--- config.mk ---
export PLATFORM = sky130hd
export DESIGN_NAME = mmd_decoder
export DESIGN_NICKNAME = d
export VERILOG_FILES = /design/src/logic/mmd_pkg.sv /design/src/logic/mmd_decoder.sv
export VERILOG_INCLUDE_DIRS = /design/src /design/src/logic
export SDC_FILE = /design/constraint.sdc
export NUM_CORES = 1
export LEC_CHECK = 0
export BUFFER_PORTS_ARGS = -buffer_cell sky130_fd_sc_hd__buf_2
export CORE_AREA = 3 3 112 114
export CTS_CLUSTER_DIAMETER = 100
export DETAILED_ROUTE_END_ITERATION = 8
export DIE_AREA = 0 0 115 117
export PLACE_DENSITY = 0.85
export SYNTH_ARGS = -nofsm -noshare
export SYNTH_HDL_FRONTEND = slang
export SYNTH_SLANG_ARGS = --single-unit
--- constraint.sdc ---
create_clock -name clk_sys -period 6.8 [get_ports clk_sys]
set_input_delay 0.34 -clock clk_sys [delete_from_list [all_inputs] [get_ports clk_sys]]
set_output_delay 0.34 -clock clk_sys [all_outputs]
set_load 0.01 [all_outputs]
--- src/logic/mmd_consts.svh ---
// Purpose: Constants for the memory map decoder: region bounds, register offsets, fields.
// Assumes: 16-bit processor addresses, 8-bit registers, AHB-Lite word-per-register bus.
// Notes:   Region bounds are inclusive byte addresses of the processor space.
// Operation
// - Decode 16-bit address, one region per access
// - 0x0000-0x0045 I/O registers, 0x0046-0x005F reserved
// - 0x0060-0x025F is 512 bytes RAM
// - 0xBC00-0xFBFF is 16384 bytes user flash
// - 0xFFDC-0xFFFF vectors, 0xFFD1-0xFFDB reserved
// - Monitor ROM at 0xFC00-0xFDFF and 0xFE10-0xFFCE
// - 0xFE00 break status; 0xFE02/07/09-0B reserved
// - 0xFE01 reset cause, 0xFE03 break flag control
// - 0xFE04-0xFE06 interrupt source status one-three
// - 0xFE08 flash program control register
// - 0xFE0C/0D breakpoint high/low; 0xFE0F reserved
// - 0xFE0E breakpoint status and control
// - 0xFFCF flash block protect, stored in flash
// - 0xFFD0 option byte, stored in flash
// - 0xFFFF also selects watchdog control
// - Config two writable once per reset
// - Trip-level bits cleared only by power-on; here the first CFG2 write after any reset also reloads them
// - Ext irq: pending RO, ack WO, mask, mode
// - Eight keypad enable bits, reset zero
`ifndef MMD_CONSTS_SVH
`define MMD_CONSTS_SVH

// ==========================================================
// Region bounds
`define MMD_IO_LO        16'h0000
`define MMD_IO_HI        16'h0045
`define MMD_RSV_IO_HI    16'h005F
`define MMD_RAM_LO       16'h0060
`define MMD_RAM_HI       16'h025F
`define MMD_FLASH_LO     16'hBC00
`define MMD_FLASH_HI     16'hFBFF
`define MMD_ROM1_LO      16'hFC00
`define MMD_ROM1_HI      16'hFDFF
`define MMD_ROM2_LO      16'hFE10
`define MMD_ROM2_HI      16'hFFCE
`define MMD_VEC_LO       16'hFFDC
`define MMD_VEC_HI       16'hFFFF

// ==========================================================
// Register addresses (processor space)
`define MMD_A_KBIE       16'h001B
`define MMD_A_EXTIRQ     16'h001D
`define MMD_A_CFG2       16'h001E
`define MMD_A_CFG1       16'h001F
`define MMD_A_BRKSTAT    16'hFE00
`define MMD_A_RSTCAUSE   16'hFE01
`define MMD_A_BRKFLAG    16'hFE03
`define MMD_A_IRQS1      16'hFE04
`define MMD_A_IRQS2      16'hFE05
`define MMD_A_IRQS3      16'hFE06
`define MMD_A_FLCTL      16'hFE08
`define MMD_A_BREAKPOINT_ADDR_HIGH       16'hFE0C
`define MMD_A_BREAKPOINT_ADDR_LOW       16'hFE0D
`define MMD_A_BRKSC      16'hFE0E
`define MMD_A_FLPROT     16'hFFCF
`define MMD_A_OPTION     16'hFFD0
`define MMD_A_WDOG       16'hFFFF

// ==========================================================
// AHB side: a processor address at byte index n sits at 4*n
`define MMD_BUS_SHIFT    2

// ==========================================================
// Field layouts and masks
`define MMD_EXT_PEND     3
`define MMD_EXT_ACK      2
`define MMD_EXT_MASK     1
`define MMD_EXT_MODE     0
`define MMD_EXT_WMASK    8'h03
`define MMD_CFG2_TRIP    8'h18
`define MMD_CFG2_WMASK   8'h9F
`define MMD_CFG1_WMASK   8'h97
`define MMD_BSW_BIT      1
`define MMD_BFLAG_BIT    7
`define MMD_FLCTL_WMASK  8'h0F
`define MMD_ZERO8        8'h00

`endif

--- src/logic/mmd_pkg.sv ---
// Purpose: Types for the memory map decoder.
// Assumes: Constants come from mmd_consts.svh.
// Notes:   Region enum is the decoder's one-hot-in-meaning answer.
package mmd_pkg;

  // ==========================================================
  // Region selected by a processor address
  typedef enum logic [3:0] {
    MMD_RG_NONE,
    MMD_RG_IO,
    MMD_RG_RAM,
    MMD_RG_FLASH,
    MMD_RG_ROM,
    MMD_RG_SYSREG,
    MMD_RG_FLASHREG,
    MMD_RG_VECTOR
  } mmd_region_e;

  // Bus phase of the slave
  typedef enum logic [0:0] {
    MMD_PH_IDLE,
    MMD_PH_DATA
  } mmd_phase_e;

  // Status inputs sampled from the rest of the chip
  typedef struct packed {
    logic [7:0] reset_cause;
    logic [7:0] irq_src_one;
    logic [7:0] irq_src_two;
    logic [7:0] irq_src_three;
    logic [7:0] flash_protect;
    logic [7:0] option_val;
    logic       ext_irq_edge;
  } mmd_status_s;

  // Register state of the decoder; trip bits and pin synchroniser are kept outside
  typedef struct packed {
    mmd_phase_e  phase;
    logic        wr;
    logic [15:0] addr;
    logic [7:0]  kbie;
    logic        ext_pend;
    logic        ext_mask;
    logic        ext_mode;
    logic        ext_ack;
    logic [7:0]  cfg2;
    logic        cfg2_done;
    logic [7:0]  cfg1;
    logic        brk_sbsw;
    logic        brk_flag;
    logic [7:0]  flctl;
    logic [7:0]  breakpoint_addr_high;
    logic [7:0]  breakpoint_addr_low;
    logic [7:0]  brksc;
    logic        wdog_kick;
    logic [31:0] rdata;
  } mmd_state_s;

endpackage

--- src/logic/mmd_decoder.sv ---
// Purpose: Memory map decoder and low/high page system registers, AHB-Lite slave.
// Assumes: Word-per-byte mapping; status inputs come from clk_sys logic, ext irq pin is async.
// Notes:   Storage regions are only selected here; storage lives outside.
`timescale 1ns/1ns
`include "mmd_consts.svh"

module mmd_decoder
  import mmd_pkg::*;
(
  input  wire logic        clk_sys,       // System clock, 100 MHz
  input  wire logic        nrst,          // Async reset, any cause
  input  wire logic        npor,          // Async power-on reset only
  input  wire logic        hsel,          // AHB slave select
  input  wire logic [31:0] haddr,         // AHB byte address
  input  wire logic [1:0]  htrans,        // AHB transfer type
  input  wire logic        hwrite,        // AHB write
  input  wire logic [2:0]  hsize,         // AHB size, word only
  input  wire logic [31:0] hwdata,        // AHB write data
  input  wire logic        hready,        // AHB bus ready
  output logic      [31:0] hrdata,        // AHB read data
  output logic             hreadyout,     // AHB slave ready
  output logic             hresp,         // AHB response, always OKAY
  input  wire logic        ext_irq_pin,   // External interrupt pin, edge or level by mode, async
  input  wire mmd_status_s status_in,     // Status from chip, same clock
  output mmd_region_e      region,        // Region of last access
  output logic      [7:0]  keypad_enable_bits, // Keypad enables
  output logic             ext_irq_req,   // Pending and unmasked
  output logic             ext_irq_mode,  // Edge/level mode bit
  output logic      [7:0]  cfg_two,       // Config two contents
  output logic      [7:0]  cfg_one,       // Config one contents
  output logic      [7:0]  flash_ctl,     // Flash control contents
  output logic      [15:0] brk_addr,      // Breakpoint address
  output logic      [7:0]  brk_ctl,       // Breakpoint status/control
  output logic             wdog_kick      // Pulse on watchdog write
);

  // ==========================================================
  // Address decode function, used for the region output only
  function automatic mmd_region_e decode(input logic [15:0] a);
    mmd_region_e rg;
    rg = MMD_RG_NONE;
    if (a <= `MMD_IO_HI) begin
      rg = MMD_RG_IO;
    end else if (a >= `MMD_RAM_LO && a <= `MMD_RAM_HI) begin
      rg = MMD_RG_RAM;
    end else if (a >= `MMD_FLASH_LO && a <= `MMD_FLASH_HI) begin
      rg = MMD_RG_FLASH;
    end else if ((a >= `MMD_ROM1_LO && a <= `MMD_ROM1_HI) ||
                 (a >= `MMD_ROM2_LO && a <= `MMD_ROM2_HI)) begin
      rg = MMD_RG_ROM;
    end else if (a == `MMD_A_BRKSTAT || a == `MMD_A_RSTCAUSE || a == `MMD_A_BRKFLAG ||
                 a == `MMD_A_IRQS1 || a == `MMD_A_IRQS2 || a == `MMD_A_IRQS3 ||
                 a == `MMD_A_FLCTL || a == `MMD_A_BREAKPOINT_ADDR_HIGH || a == `MMD_A_BREAKPOINT_ADDR_LOW ||
                 a == `MMD_A_BRKSC) begin
      rg = MMD_RG_SYSREG;
    end else if (a == `MMD_A_FLPROT || a == `MMD_A_OPTION) begin
      rg = MMD_RG_FLASHREG;
    end else if (a >= `MMD_VEC_LO) begin
      rg = MMD_RG_VECTOR;
    end
    return rg;
  endfunction

  // ==========================================================
  // State, synchroniser and trip bits
  mmd_state_s  st_r;              // All bus-reset state
  mmd_state_s  st_nxt;            // Next value
  logic [1:0]  trip_r;            // Trip bits, power-on only
  logic [1:0]  trip_nxt;
  logic        irq_meta_r;        // First sync stage
  logic        irq_sync_r;        // Second sync stage
  logic        irq_prev_r;        // Edge detect history
  logic [15:0] bus_a;             // Processor address of request
  logic        take;              // Address phase accepted
  logic        wr_ok;             // Data phase of a write
  logic [7:0]  wd;                // Write byte
  logic        ext_evt;           // Edge or level event

  assign bus_a = haddr[`MMD_BUS_SHIFT +: 16];
  assign take  = hsel && hready && htrans[1];
  assign wd    = hwdata[7:0];
  assign wr_ok = (st_r.phase == MMD_PH_DATA) && st_r.wr;
  // Level mode keeps pending while pin stays asserted
  assign ext_evt = st_r.ext_mode ? irq_sync_r : (irq_sync_r && !irq_prev_r);

  // ==========================================================
  // Pin synchroniser, only the second stage is read
  always_ff @(posedge clk_sys or negedge nrst) begin
    if (!nrst) begin
      irq_meta_r <= 1'b0;
      irq_sync_r <= 1'b0;
      irq_prev_r <= 1'b0;
    end else begin
      irq_meta_r <= ext_irq_pin;
      irq_sync_r <= irq_meta_r;
      irq_prev_r <= irq_sync_r;
    end
  end

  // ==========================================================
  // Next-state logic
  always_comb begin
    st_nxt           = st_r;
    trip_nxt         = trip_r;
    st_nxt.wdog_kick = 1'b0;
    st_nxt.ext_ack   = 1'b0;
    // Address phase capture; writes commit in the data phase
    if (take) begin
      st_nxt.phase = MMD_PH_DATA;
      st_nxt.wr    = hwrite;
      st_nxt.addr  = bus_a;
    end else if (hready) begin
      st_nxt.phase = MMD_PH_IDLE;
    end
    // Read data is built at address phase, reserved bits zero
    if (take && !hwrite) begin
      st_nxt.rdata = {24'h0000_00, `MMD_ZERO8};
      case (bus_a)
        `MMD_A_KBIE:      st_nxt.rdata[7:0] = st_r.kbie;
        `MMD_A_EXTIRQ:    st_nxt.rdata[7:0] = {4'h0, st_r.ext_pend, 1'b0,
                                               st_r.ext_mask, st_r.ext_mode};
        `MMD_A_CFG2:      st_nxt.rdata[7:0] = st_r.cfg2 | {3'b000, trip_r, 3'b000};
        `MMD_A_CFG1:      st_nxt.rdata[7:0] = st_r.cfg1;
        `MMD_A_BRKSTAT:   st_nxt.rdata[7:0] = {6'h00, st_r.brk_sbsw, 1'b0};
        `MMD_A_RSTCAUSE:  st_nxt.rdata[7:0] = status_in.reset_cause;
        `MMD_A_BRKFLAG:   st_nxt.rdata[7:0] = {st_r.brk_flag, 7'h00};
        `MMD_A_IRQS1:     st_nxt.rdata[7:0] = status_in.irq_src_one;
        `MMD_A_IRQS2:     st_nxt.rdata[7:0] = status_in.irq_src_two;
        `MMD_A_IRQS3:     st_nxt.rdata[7:0] = status_in.irq_src_three;
        `MMD_A_FLCTL:     st_nxt.rdata[7:0] = st_r.flctl;
        `MMD_A_BREAKPOINT_ADDR_HIGH:      st_nxt.rdata[7:0] = st_r.breakpoint_addr_high;
        `MMD_A_BREAKPOINT_ADDR_LOW:      st_nxt.rdata[7:0] = st_r.breakpoint_addr_low;
        `MMD_A_BRKSC:     st_nxt.rdata[7:0] = st_r.brksc;
        `MMD_A_FLPROT:    st_nxt.rdata[7:0] = status_in.flash_protect;
        `MMD_A_OPTION:    st_nxt.rdata[7:0] = status_in.option_val;
        default:          st_nxt.rdata[7:0] = `MMD_ZERO8;
      endcase
    end
    // Hardware event; set beats the acknowledge in the same cycle
    if (wr_ok && st_r.addr == `MMD_A_EXTIRQ && wd[`MMD_EXT_ACK]) begin
      st_nxt.ext_pend = 1'b0;
      st_nxt.ext_ack  = 1'b1;
    end
    if (ext_evt) begin
      st_nxt.ext_pend = 1'b1;
    end
    // Data phase writes
    if (wr_ok) begin
      case (st_r.addr)
        `MMD_A_KBIE:     st_nxt.kbie = wd;
        `MMD_A_EXTIRQ: begin
          st_nxt.ext_mask = wd[`MMD_EXT_MASK];
          st_nxt.ext_mode = wd[`MMD_EXT_MODE];
        end
        `MMD_A_CFG2: begin
          if (!st_r.cfg2_done) begin
            st_nxt.cfg2      = wd & `MMD_CFG2_WMASK & ~`MMD_CFG2_TRIP;
            trip_nxt         = wd[4:3];
            st_nxt.cfg2_done = 1'b1;
          end
        end
        `MMD_A_CFG1:     st_nxt.cfg1 = wd & `MMD_CFG1_WMASK;
        `MMD_A_BRKSTAT: begin
          if (!wd[`MMD_BSW_BIT]) begin
            st_nxt.brk_sbsw = 1'b0;
          end
        end
        `MMD_A_BRKFLAG:  st_nxt.brk_flag = wd[`MMD_BFLAG_BIT];
        `MMD_A_FLCTL:    st_nxt.flctl = wd & `MMD_FLCTL_WMASK;
        `MMD_A_BREAKPOINT_ADDR_HIGH:     st_nxt.breakpoint_addr_high = wd;
        `MMD_A_BREAKPOINT_ADDR_LOW:     st_nxt.breakpoint_addr_low = wd;
        `MMD_A_BRKSC:    st_nxt.brksc = wd;
        `MMD_A_WDOG:     st_nxt.wdog_kick = 1'b1;
        default: begin
          // Storage regions and reserved space hold nothing here
        end
      endcase
    end
  end

  // ==========================================================
  // State registers; trip bits only see the power-on reset
  always_ff @(posedge clk_sys or negedge nrst) begin
    if (!nrst) begin
      st_r <= '0;
    end else begin
      st_r <= st_nxt;
    end
  end

  always_ff @(posedge clk_sys or negedge npor) begin
    if (!npor) begin
      trip_r <= 2'b00;
    end else begin
      trip_r <= trip_nxt;
    end
  end

  // ==========================================================
  // Outputs
  assign hrdata             = st_r.rdata;
  assign hreadyout          = 1'b1;                // Zero wait states
  assign hresp              = 1'b0;
  assign region             = decode(st_r.addr);
  assign keypad_enable_bits = st_r.kbie;
  assign ext_irq_req        = st_r.ext_pend && !st_r.ext_mask;
  assign ext_irq_mode       = st_r.ext_mode;
  assign cfg_two            = st_r.cfg2 | {3'b000, trip_r, 3'b000};
  assign cfg_one            = st_r.cfg1;
  assign flash_ctl          = st_r.flctl;
  assign brk_addr           = {st_r.breakpoint_addr_high, st_r.breakpoint_addr_low};
  assign brk_ctl            = st_r.brksc;
  assign wdog_kick          = st_r.wdog_kick;

  // ==========================================================
  // Checks
  a_cfg_once_lock: assert property (@(posedge clk_sys) disable iff (!nrst)
    (st_r.cfg2_done && wr_ok && st_r.addr == `MMD_A_CFG2) |=> $stable(st_r.cfg2))
    else $error("config two changed after its one write");
  a_kbie_write: assert property (@(posedge clk_sys) disable iff (!nrst)
    (wr_ok && st_r.addr == `MMD_A_KBIE) |=> keypad_enable_bits == $past(hwdata[7:0]))
    else $error("keypad enable write lost");
  a_pend_set: assert property (@(posedge clk_sys) disable iff (!nrst)
    ext_evt |=> st_r.ext_pend)
    else $error("pending flag not set by event");
  a_ack_clear: assert property (@(posedge clk_sys) disable iff (!nrst)
    (st_r.ext_ack && !$past(ext_evt)) |-> !st_r.ext_pend)
    else $error("acknowledge did not clear pending");
  a_ext_readzero: assert property (@(posedge clk_sys) disable iff (!nrst)
    (take && !hwrite && bus_a == `MMD_A_EXTIRQ) |=> (hrdata[7:4] == 4'h0 && hrdata[2] == 1'b0))
    else $error("unimplemented ext irq bits read nonzero");
  a_ram_region: assert property (@(posedge clk_sys) disable iff (!nrst)
    (take && bus_a >= `MMD_RAM_LO && bus_a <= `MMD_RAM_HI) |=> region == MMD_RG_RAM)
    else $error("ram address not decoded to ram");
  a_gap_none: assert property (@(posedge clk_sys) disable iff (!nrst)
    (take && bus_a > `MMD_RAM_HI && bus_a < `MMD_FLASH_LO) |=> region == MMD_RG_NONE)
    else $error("unimplemented space decoded to storage");
  a_wdog_pulse: assert property (@(posedge clk_sys) disable iff (!nrst)
    (wr_ok && st_r.addr == `MMD_A_WDOG) |=> (wdog_kick ##1 !wdog_kick))
    else $error("watchdog write pulse wrong");
  a_brk_addr: assert property (@(posedge clk_sys) disable iff (!nrst)
    (wr_ok && st_r.addr == `MMD_A_BREAKPOINT_ADDR_LOW) |=> brk_addr[7:0] == $past(hwdata[7:0]))
    else $error("breakpoint low byte not stored");

  // Region decode for I/O, reserved I/O, flash, monitor ROM and vectors
  a_io_region: assert property (@(posedge clk_sys) disable iff (!nrst)
    (take && bus_a <= `MMD_IO_HI) |=> region == MMD_RG_IO)
    else $error("register address not decoded to i/o");

  a_rsv_io_none: assert property (@(posedge clk_sys) disable iff (!nrst)
    (take && bus_a > `MMD_IO_HI && bus_a <= `MMD_RSV_IO_HI) |=> region == MMD_RG_NONE)
    else $error("reserved i/o space decoded to storage");

  a_flash_region: assert property (@(posedge clk_sys) disable iff (!nrst)
    (take && bus_a >= `MMD_FLASH_LO && bus_a <= `MMD_FLASH_HI) |=> region == MMD_RG_FLASH)
    else $error("flash address not decoded to flash");

  a_rom_region: assert property (@(posedge clk_sys) disable iff (!nrst)
    (take && ((bus_a >= `MMD_ROM1_LO && bus_a <= `MMD_ROM1_HI) ||
              (bus_a >= `MMD_ROM2_LO && bus_a <= `MMD_ROM2_HI))) |=> region == MMD_RG_ROM)
    else $error("monitor address not decoded to rom");

  a_vec_region: assert property (@(posedge clk_sys) disable iff (!nrst)
    (take && bus_a >= `MMD_VEC_LO) |=> region == MMD_RG_VECTOR)
    else $error("vector address not decoded to vectors");

  // Only the low byte ever carries register data
  a_rdata_upper: assert property (@(posedge clk_sys) disable iff (!nrst)
    (take && !hwrite) |=> hrdata[31:8] == 24'h0000_00)
    else $error("read data upper bytes nonzero");

  // Trip bits load on the one allowed write and hold otherwise
  a_trip_load: assert property (@(posedge clk_sys) disable iff (!nrst)
    (wr_ok && st_r.addr == `MMD_A_CFG2 && !st_r.cfg2_done) |=>
      (cfg_two & `MMD_CFG2_TRIP) == ($past(hwdata[7:0]) & `MMD_CFG2_TRIP))
    else $error("trip bits not loaded by first write");

  a_trip_keep: assert property (@(posedge clk_sys) disable iff (!npor)
    !(wr_ok && st_r.addr == `MMD_A_CFG2 && !st_r.cfg2_done) |=> $stable(trip_r))
    else $error("trip bits changed without a write");

  // No kick without a write to the watchdog address
  a_kick_source: assert property (@(posedge clk_sys) disable iff (!nrst)
    wdog_kick |-> ($past(wr_ok) && $past(st_r.addr) == `MMD_A_WDOG))
    else $error("watchdog kick without a write");

  a_kbie_hold: assert property (@(posedge clk_sys) disable iff (!nrst)
    !(wr_ok && st_r.addr == `MMD_A_KBIE) |=> $stable(keypad_enable_bits))
    else $error("keypad enables changed without a write");

endmodule

## Word-level counts from Yosys, hierarchy flattened

Index checks and enable logic that the tools add are counted.

| word-level totals | value |
|---|---|
| flip-flop bits (word level) | 82 |
| input port bits | 125 |
| output and inout port bits | 97 |

| operators by class | value |
|---|---|
| mux-type cells | 15 |
| bitwise operators | 2 |
| magnitude comparators | 10 |
| eq/ne operators | 32 |
| reduce and logical (&&, ||, !) cells | 38 |

Operators by type and width:

| cell | count |
|---|---|
| $eq 16x16->1 const B | 24 |
| $eq 16x5->1 const B | 8 |
| $pmux 8 s15 | 1 |
| $ge 16x16->1 const B | 4 |
| $le 16x16->1 const B | 3 |
| $reduce_and 2->1 | 9 |
| $ge 16x7->1 const B | 1 |
| $le 16x10->1 const B | 1 |
| $le 16x7->1 const B | 1 |
| $logic_and 1x1->1 | 12 |
| $mux 3 | 4 |
| $mux 4 | 3 |
| $logic_or 1x1->1 | 11 |
| $or 8x5->8 | 1 |
| $mux 1 | 7 |
| $reduce_bool 2->1 | 2 |
| $logic_not 1->1 | 3 |
| $reduce_and 3->1 | 1 |
| $not 1->1 | 1 |

## Depth between registers and ports, before layout

| depth | value |
|---|---|
| word-level depth | 15 |
| gate-level depth with buffers | 8 |
| mapped depth without buffers | 6 |

## Least setup slack after synthesis

No wires, ideal clock.

| path | value |
|---|---|
| kind | register to register |
| from | reg st_r[109] (netlist bit) |
| to | reg st_r, in the netlist brk_ctl[0] |
| path buffers | 2 |
| arrival time | 2.019 ns |
| setup slack | 4.656 ns |
| required time | 6.675 ns |
| library setup time | 0.125 ns |
| period minus slack after synthesis | 2.144 ns |
| stages on the path, launching flop included | 8 |
| cell sequence | dfrtp_1 > and4_1 > buf_4 > nand3_2 > or3_1 > buf_6 > nor4b_4 > mux2_2 |

| between the ends | value |
|---|---|
| cells in the longest elaborated chain, start to end | 2 |

Ends and longest elaborated chain:

| what | line | source |
|---|---|---|
| from (decl) | mmd_decoder.sv:66 | `mmd_state_s st_r;` |
| from (signal assigned) | mmd_decoder.sv:187 | `st_r <= st_nxt;` |
| $eq 16x16->1 | mmd_decoder.sv:149 | `case (st_r.addr)` |
| $reduce_and 2->1 (no source line) | - |  |

Every way passes these cells.
A chain may end at the register's enable or synchronous reset.

## Worst setup path in the final report

| path | value |
|---|---|
| from | in haddr[5] |
| to | reg st_r, in the netlist hrdata[1] |

| between the ends | value |
|---|---|
| cells in the longest elaborated chain, start to end | 2 |
| elaborated cells on any way between the ends | 16 |
| those cells by class | eq/ne (15); mux (1) |

Ends and longest elaborated chain:

| what | line | source |
|---|---|---|
| from (decl) | mmd_decoder.sv:14 | `input wire logic [31:0] haddr,` |
| $eq 16x16->1 / $eq 16x5->1 (equally long branches) | mmd_decoder.sv:118 | `case (bus_a)` |
| $pmux 8 s15 * | mmd_decoder.sv:118 |  |

Mark *: on every way between the ends. The rest lies on a longest branch, timed or not.

==> impl_results.md <==
- Result of the run: complete, no violations
- Setup Viol. Count Final: 0
- Overall die width: 115 um
- Clock tree from TritonCTS: done
- Fin Setup TNS: 0 ns
- Power density of the placed cells: 218 nW/um^2
- Proportion of netlist area held by the largest area contributor: 39.8%
- Post-synth design cell area: 5150 um^2
- Fmax: 360 MHz
- Height of the die: 117 um
- Overall routed net length: 15,500 um
- Worst-path maximum fanout: 18
- Most used flip-flop cell after synthesis: sky130_fd_sc_hd__dfrtp_1
- Per-cell via count in the routed design: 6.09
- Source-to-sink clock delay at the later pin of the worst-skew pair: 0.34 ns
- Crit path required time: 7.06 ns
- Most used standard cells in the synthesized netlist: sky130_fd_sc_hd__buf_4 (90), sky130_fd_sc_hd__dfrtp_1 (82), sky130_fd_sc_hd__mux2_2 (74), sky130_fd_sc_hd__nand2_1 (28), sky130_fd_sc_hd__nor2_1 (28)
- Largest net degree at the start of global routing: 81
- First-pass detailed-route iteration total: 6
- Crit Path Class: in2reg
- Max Transition Viols Final: 0
- Worst hold margin: 0.0981 ns
- Wire length of the first global-routing pass: 23,300 um
- Final layout net count: 706
- Cell accounting for the most synthesized area: sky130_fd_sc_hd__dfrtp_1
- H-tree depth reported by CTS: 3
- Number of DRC violations after detailed routing: 0
- Resize count post-CTS: 0
- Placeable core region: 11,500 um^2
- Area added between synthesis and finish: 11.4%
- Yosys warns: 0
- Mapped Cells: 504
- Number of enable flip-flop cells after synthesis: 0
- RSZ-0062 raised after global routing: false
- Clock root buffer: sky130_fd_sc_hd__clkbuf_16
- Crit path arrival time: 3.04 ns
- Ys async rst share: 100%
- Hold Path Class: in2reg
- Critical Path Source Type: input pin
- Total number of placement rows: 39
- Aggregate global-route resource usage: 22.8%
- CTS buffer count: 9
- Overall overflow remaining after global route: 0
- Clk pin slew, worst setup/hold paths: 0.06 ns
- Initial antenna violation count: 0
- Iteration-0 DRC count of the detailed router: 597
- Number of routed nets with antenna violations: 0
- Slew HR: 25.1%
- Met1 track demand over resource in global routing: 29.1%
- Post-synthesis area per instance: 10.2 um^2
- Starting utilization of the core area: 44.7%
- Max-cap violation count: 0
- Tightest Pin Transition: 1.12 ns
- I/O Pins: 222
- Maximum clock insertion buffer count: 2
- Post-route standard cell area excluding fillers: 5740 um^2
- Peak-usage layer in the global routing report: met2
- Most used standard cell by instance count after synthesis: sky130_fd_sc_hd__buf_4
- Placed Cells incl. Taps: 712
- Netlist cell types: 59
- Post-route clock period utilization: 40.9%
- Met2 track utilization from global routing: 37.0%
- Cells taking the most area after synthesis: sky130_fd_sc_hd__dfrtp_1 (40%), sky130_fd_sc_hd__mux2_2 (16%), sky130_fd_sc_hd__buf_4 (13%)
- Quantity of I/O buffers inserted on ports: 140
- Wirelength per Cell: 21.3 um
- Via count: 4,447
- Proportion of synthesized chip area in sequential cells: 39.8%
- Critical Path Sink Type: register
- Final weighted congestion in routability-driven placement: 0.984
- Die area: 13,500 um^2
- Via count of the first global-routing pass: 4,300
- Post-detail-place hpwl: 11,700 um
- Overall power consumption: 1.25 mW
- Hold buffer count at CTS: 1
- Cell Count, Final, Fillers Out: 730
- Placed instance area: 5410 um^2
- Postcts setup bufs: 0
- Fin crit period: 2.78 ns
- GR Util met3: 4.78%
- Leakage power: 2.75 nW
- Skew final: 0.00615 ns
- Share of final-layout standard cells stronger than drive strength 1: 41.3%
- Final Hold Viols: 0
- Clock net sink count: 82
- Synthesis-stage register bit count: 82
- Largest vdd supply drop: 0.0000958 V
[layout by cell type (no fill, tap or decap), types with 6 or more instances in the layout]
cell | Yosys | final
sky130_fd_sc_hd__buf_2 | 2 | 139
sky130_fd_sc_hd__dfrtp_1 | 82 | 82
sky130_fd_sc_hd__mux2_2 | 74 | 74
sky130_fd_sc_hd__conb_1 | 2 | 36
sky130_fd_sc_hd__nand2_1 | 28 | 28
sky130_fd_sc_hd__nor2_1 | 28 | 28
sky130_fd_sc_hd__nand3_1 | 17 | 17
sky130_fd_sc_hd__nor3_1 | 15 | 15
sky130_fd_sc_hd__nor4_1 | 11 | 11
sky130_fd_sc_hd__a22oi_1 | 11 | 11
sky130_fd_sc_hd__nand4_1 | 9 | 9
sky130_fd_sc_hd__a21oi_1 | 9 | 9
sky130_fd_sc_hd__clkbuf_16 | 0 | 9
sky130_fd_sc_hd__o21ai_0 | 8 | 8
sky130_fd_sc_hd__and3_1 | 8 | 8
sky130_fd_sc_hd__mux2i_1 | 7 | 7
sky130_fd_sc_hd__a222oi_1 | 7 | 7
sky130_fd_sc_hd__a31oi_1 | 6 | 6
sky130_fd_sc_hd__nor2b_1 | 6 | 6
[state kept, by name, summed over array words and instances, names as in the netlist]
signal              cells
brk_addr               16
brk_ctl                 8
cfg_one                 5
ext_irq_mode            1
flash_ctl               4
hrdata                  8
irq_meta_r              1
irq_prev_r              1
irq_sync_r              1
keypad_enable_bits      8
st_r                   26
trip_r                  2
wdog_kick               1
[where the power goes]
| group | leakage (nW) | switching [mW] | internal [mW] |
|---|---|---|---|
| Sequential | 1.08 | 0.0418 | 0.517 |
| Clock | 0.151 | 0.202 | 0.321 |
| Combinational | 1.52 | 0.0999 | 0.0698 |
[path summary, 6_finish.rpt]
kind,start,end,slack [ns],cells past startpoint
setup / recovery,haddr[5],hrdata[1],4.02,7
min in group asynchronous,nrst,wdog_kick,0.17,1
max in group asynchronous,nrst,brk_ctl[2],5.93,1
hold reg to reg,irq_meta_r,irq_sync_r,0.35,0
setup reg to reg,st_r[108],cfg_one[1],4.11,5
hold / removal,ext_irq_pin,irq_meta_r,0.1,1
[metrics by stage]
step / setup WS, ns / util (%)
after floorplan: 4.66 / -
after global placement: 3.93 / 47.0
after detailed placement: 3.86 / 47.0
after CTS: 4.09 / 49.8
after global routing: 3.95 / 49.8
final: 4.02 / 49.8
[metal layers]
metal / wire (um) / up-vias / share of wire (%)
li1: - / 1905 / -
met1: 6140 / 2181 / 40
met2: 7400 / 295 / 48
met3: 1350 / 66 / 8.7
met4: 635 / 0 / 4.1
met5: 0 / - / 0
[cells by family after synthesis]
logic type / Yosys count / share of synthesized area (%)
AND/OR/NAND/NOR: 152 / 16.7
XOR/XNOR: 3 / 0.510
buffers and inverters: 115 / 15.1
flip-flops: 82 / 39.8
AO/OA/AOI/OAI: 69 / 10.1
other: 2 / 0.146
multiplexers: 81 / 17.5
[area by class of cell]
type	count	area [um^2]
Antenna cell	1	2.50
Clock buffer	9	225
Clock inverter	7	93.8
Fill cell	1051	5780
Inverter	5	18.8
Multi-Input combinational cell	341	2450
Sequential cell	82	2050
Tap cell	143	179
Timing Repair Buffer	142	721
[critical path, cell delays in order]
cell and delay [ns]:
sky130_fd_sc_hd__buf_2 0.34, sky130_fd_sc_hd__nor2b_1 0.85, sky130_fd_sc_hd__nand2_1 0.18, sky130_fd_sc_hd__nor3_1 0.75, sky130_fd_sc_hd__a222oi_1 0.19, sky130_fd_sc_hd__and3_1 0.21
sky130_fd_sc_hd__a31oi_1 0.18
Power figures use the tool's default switching activity.
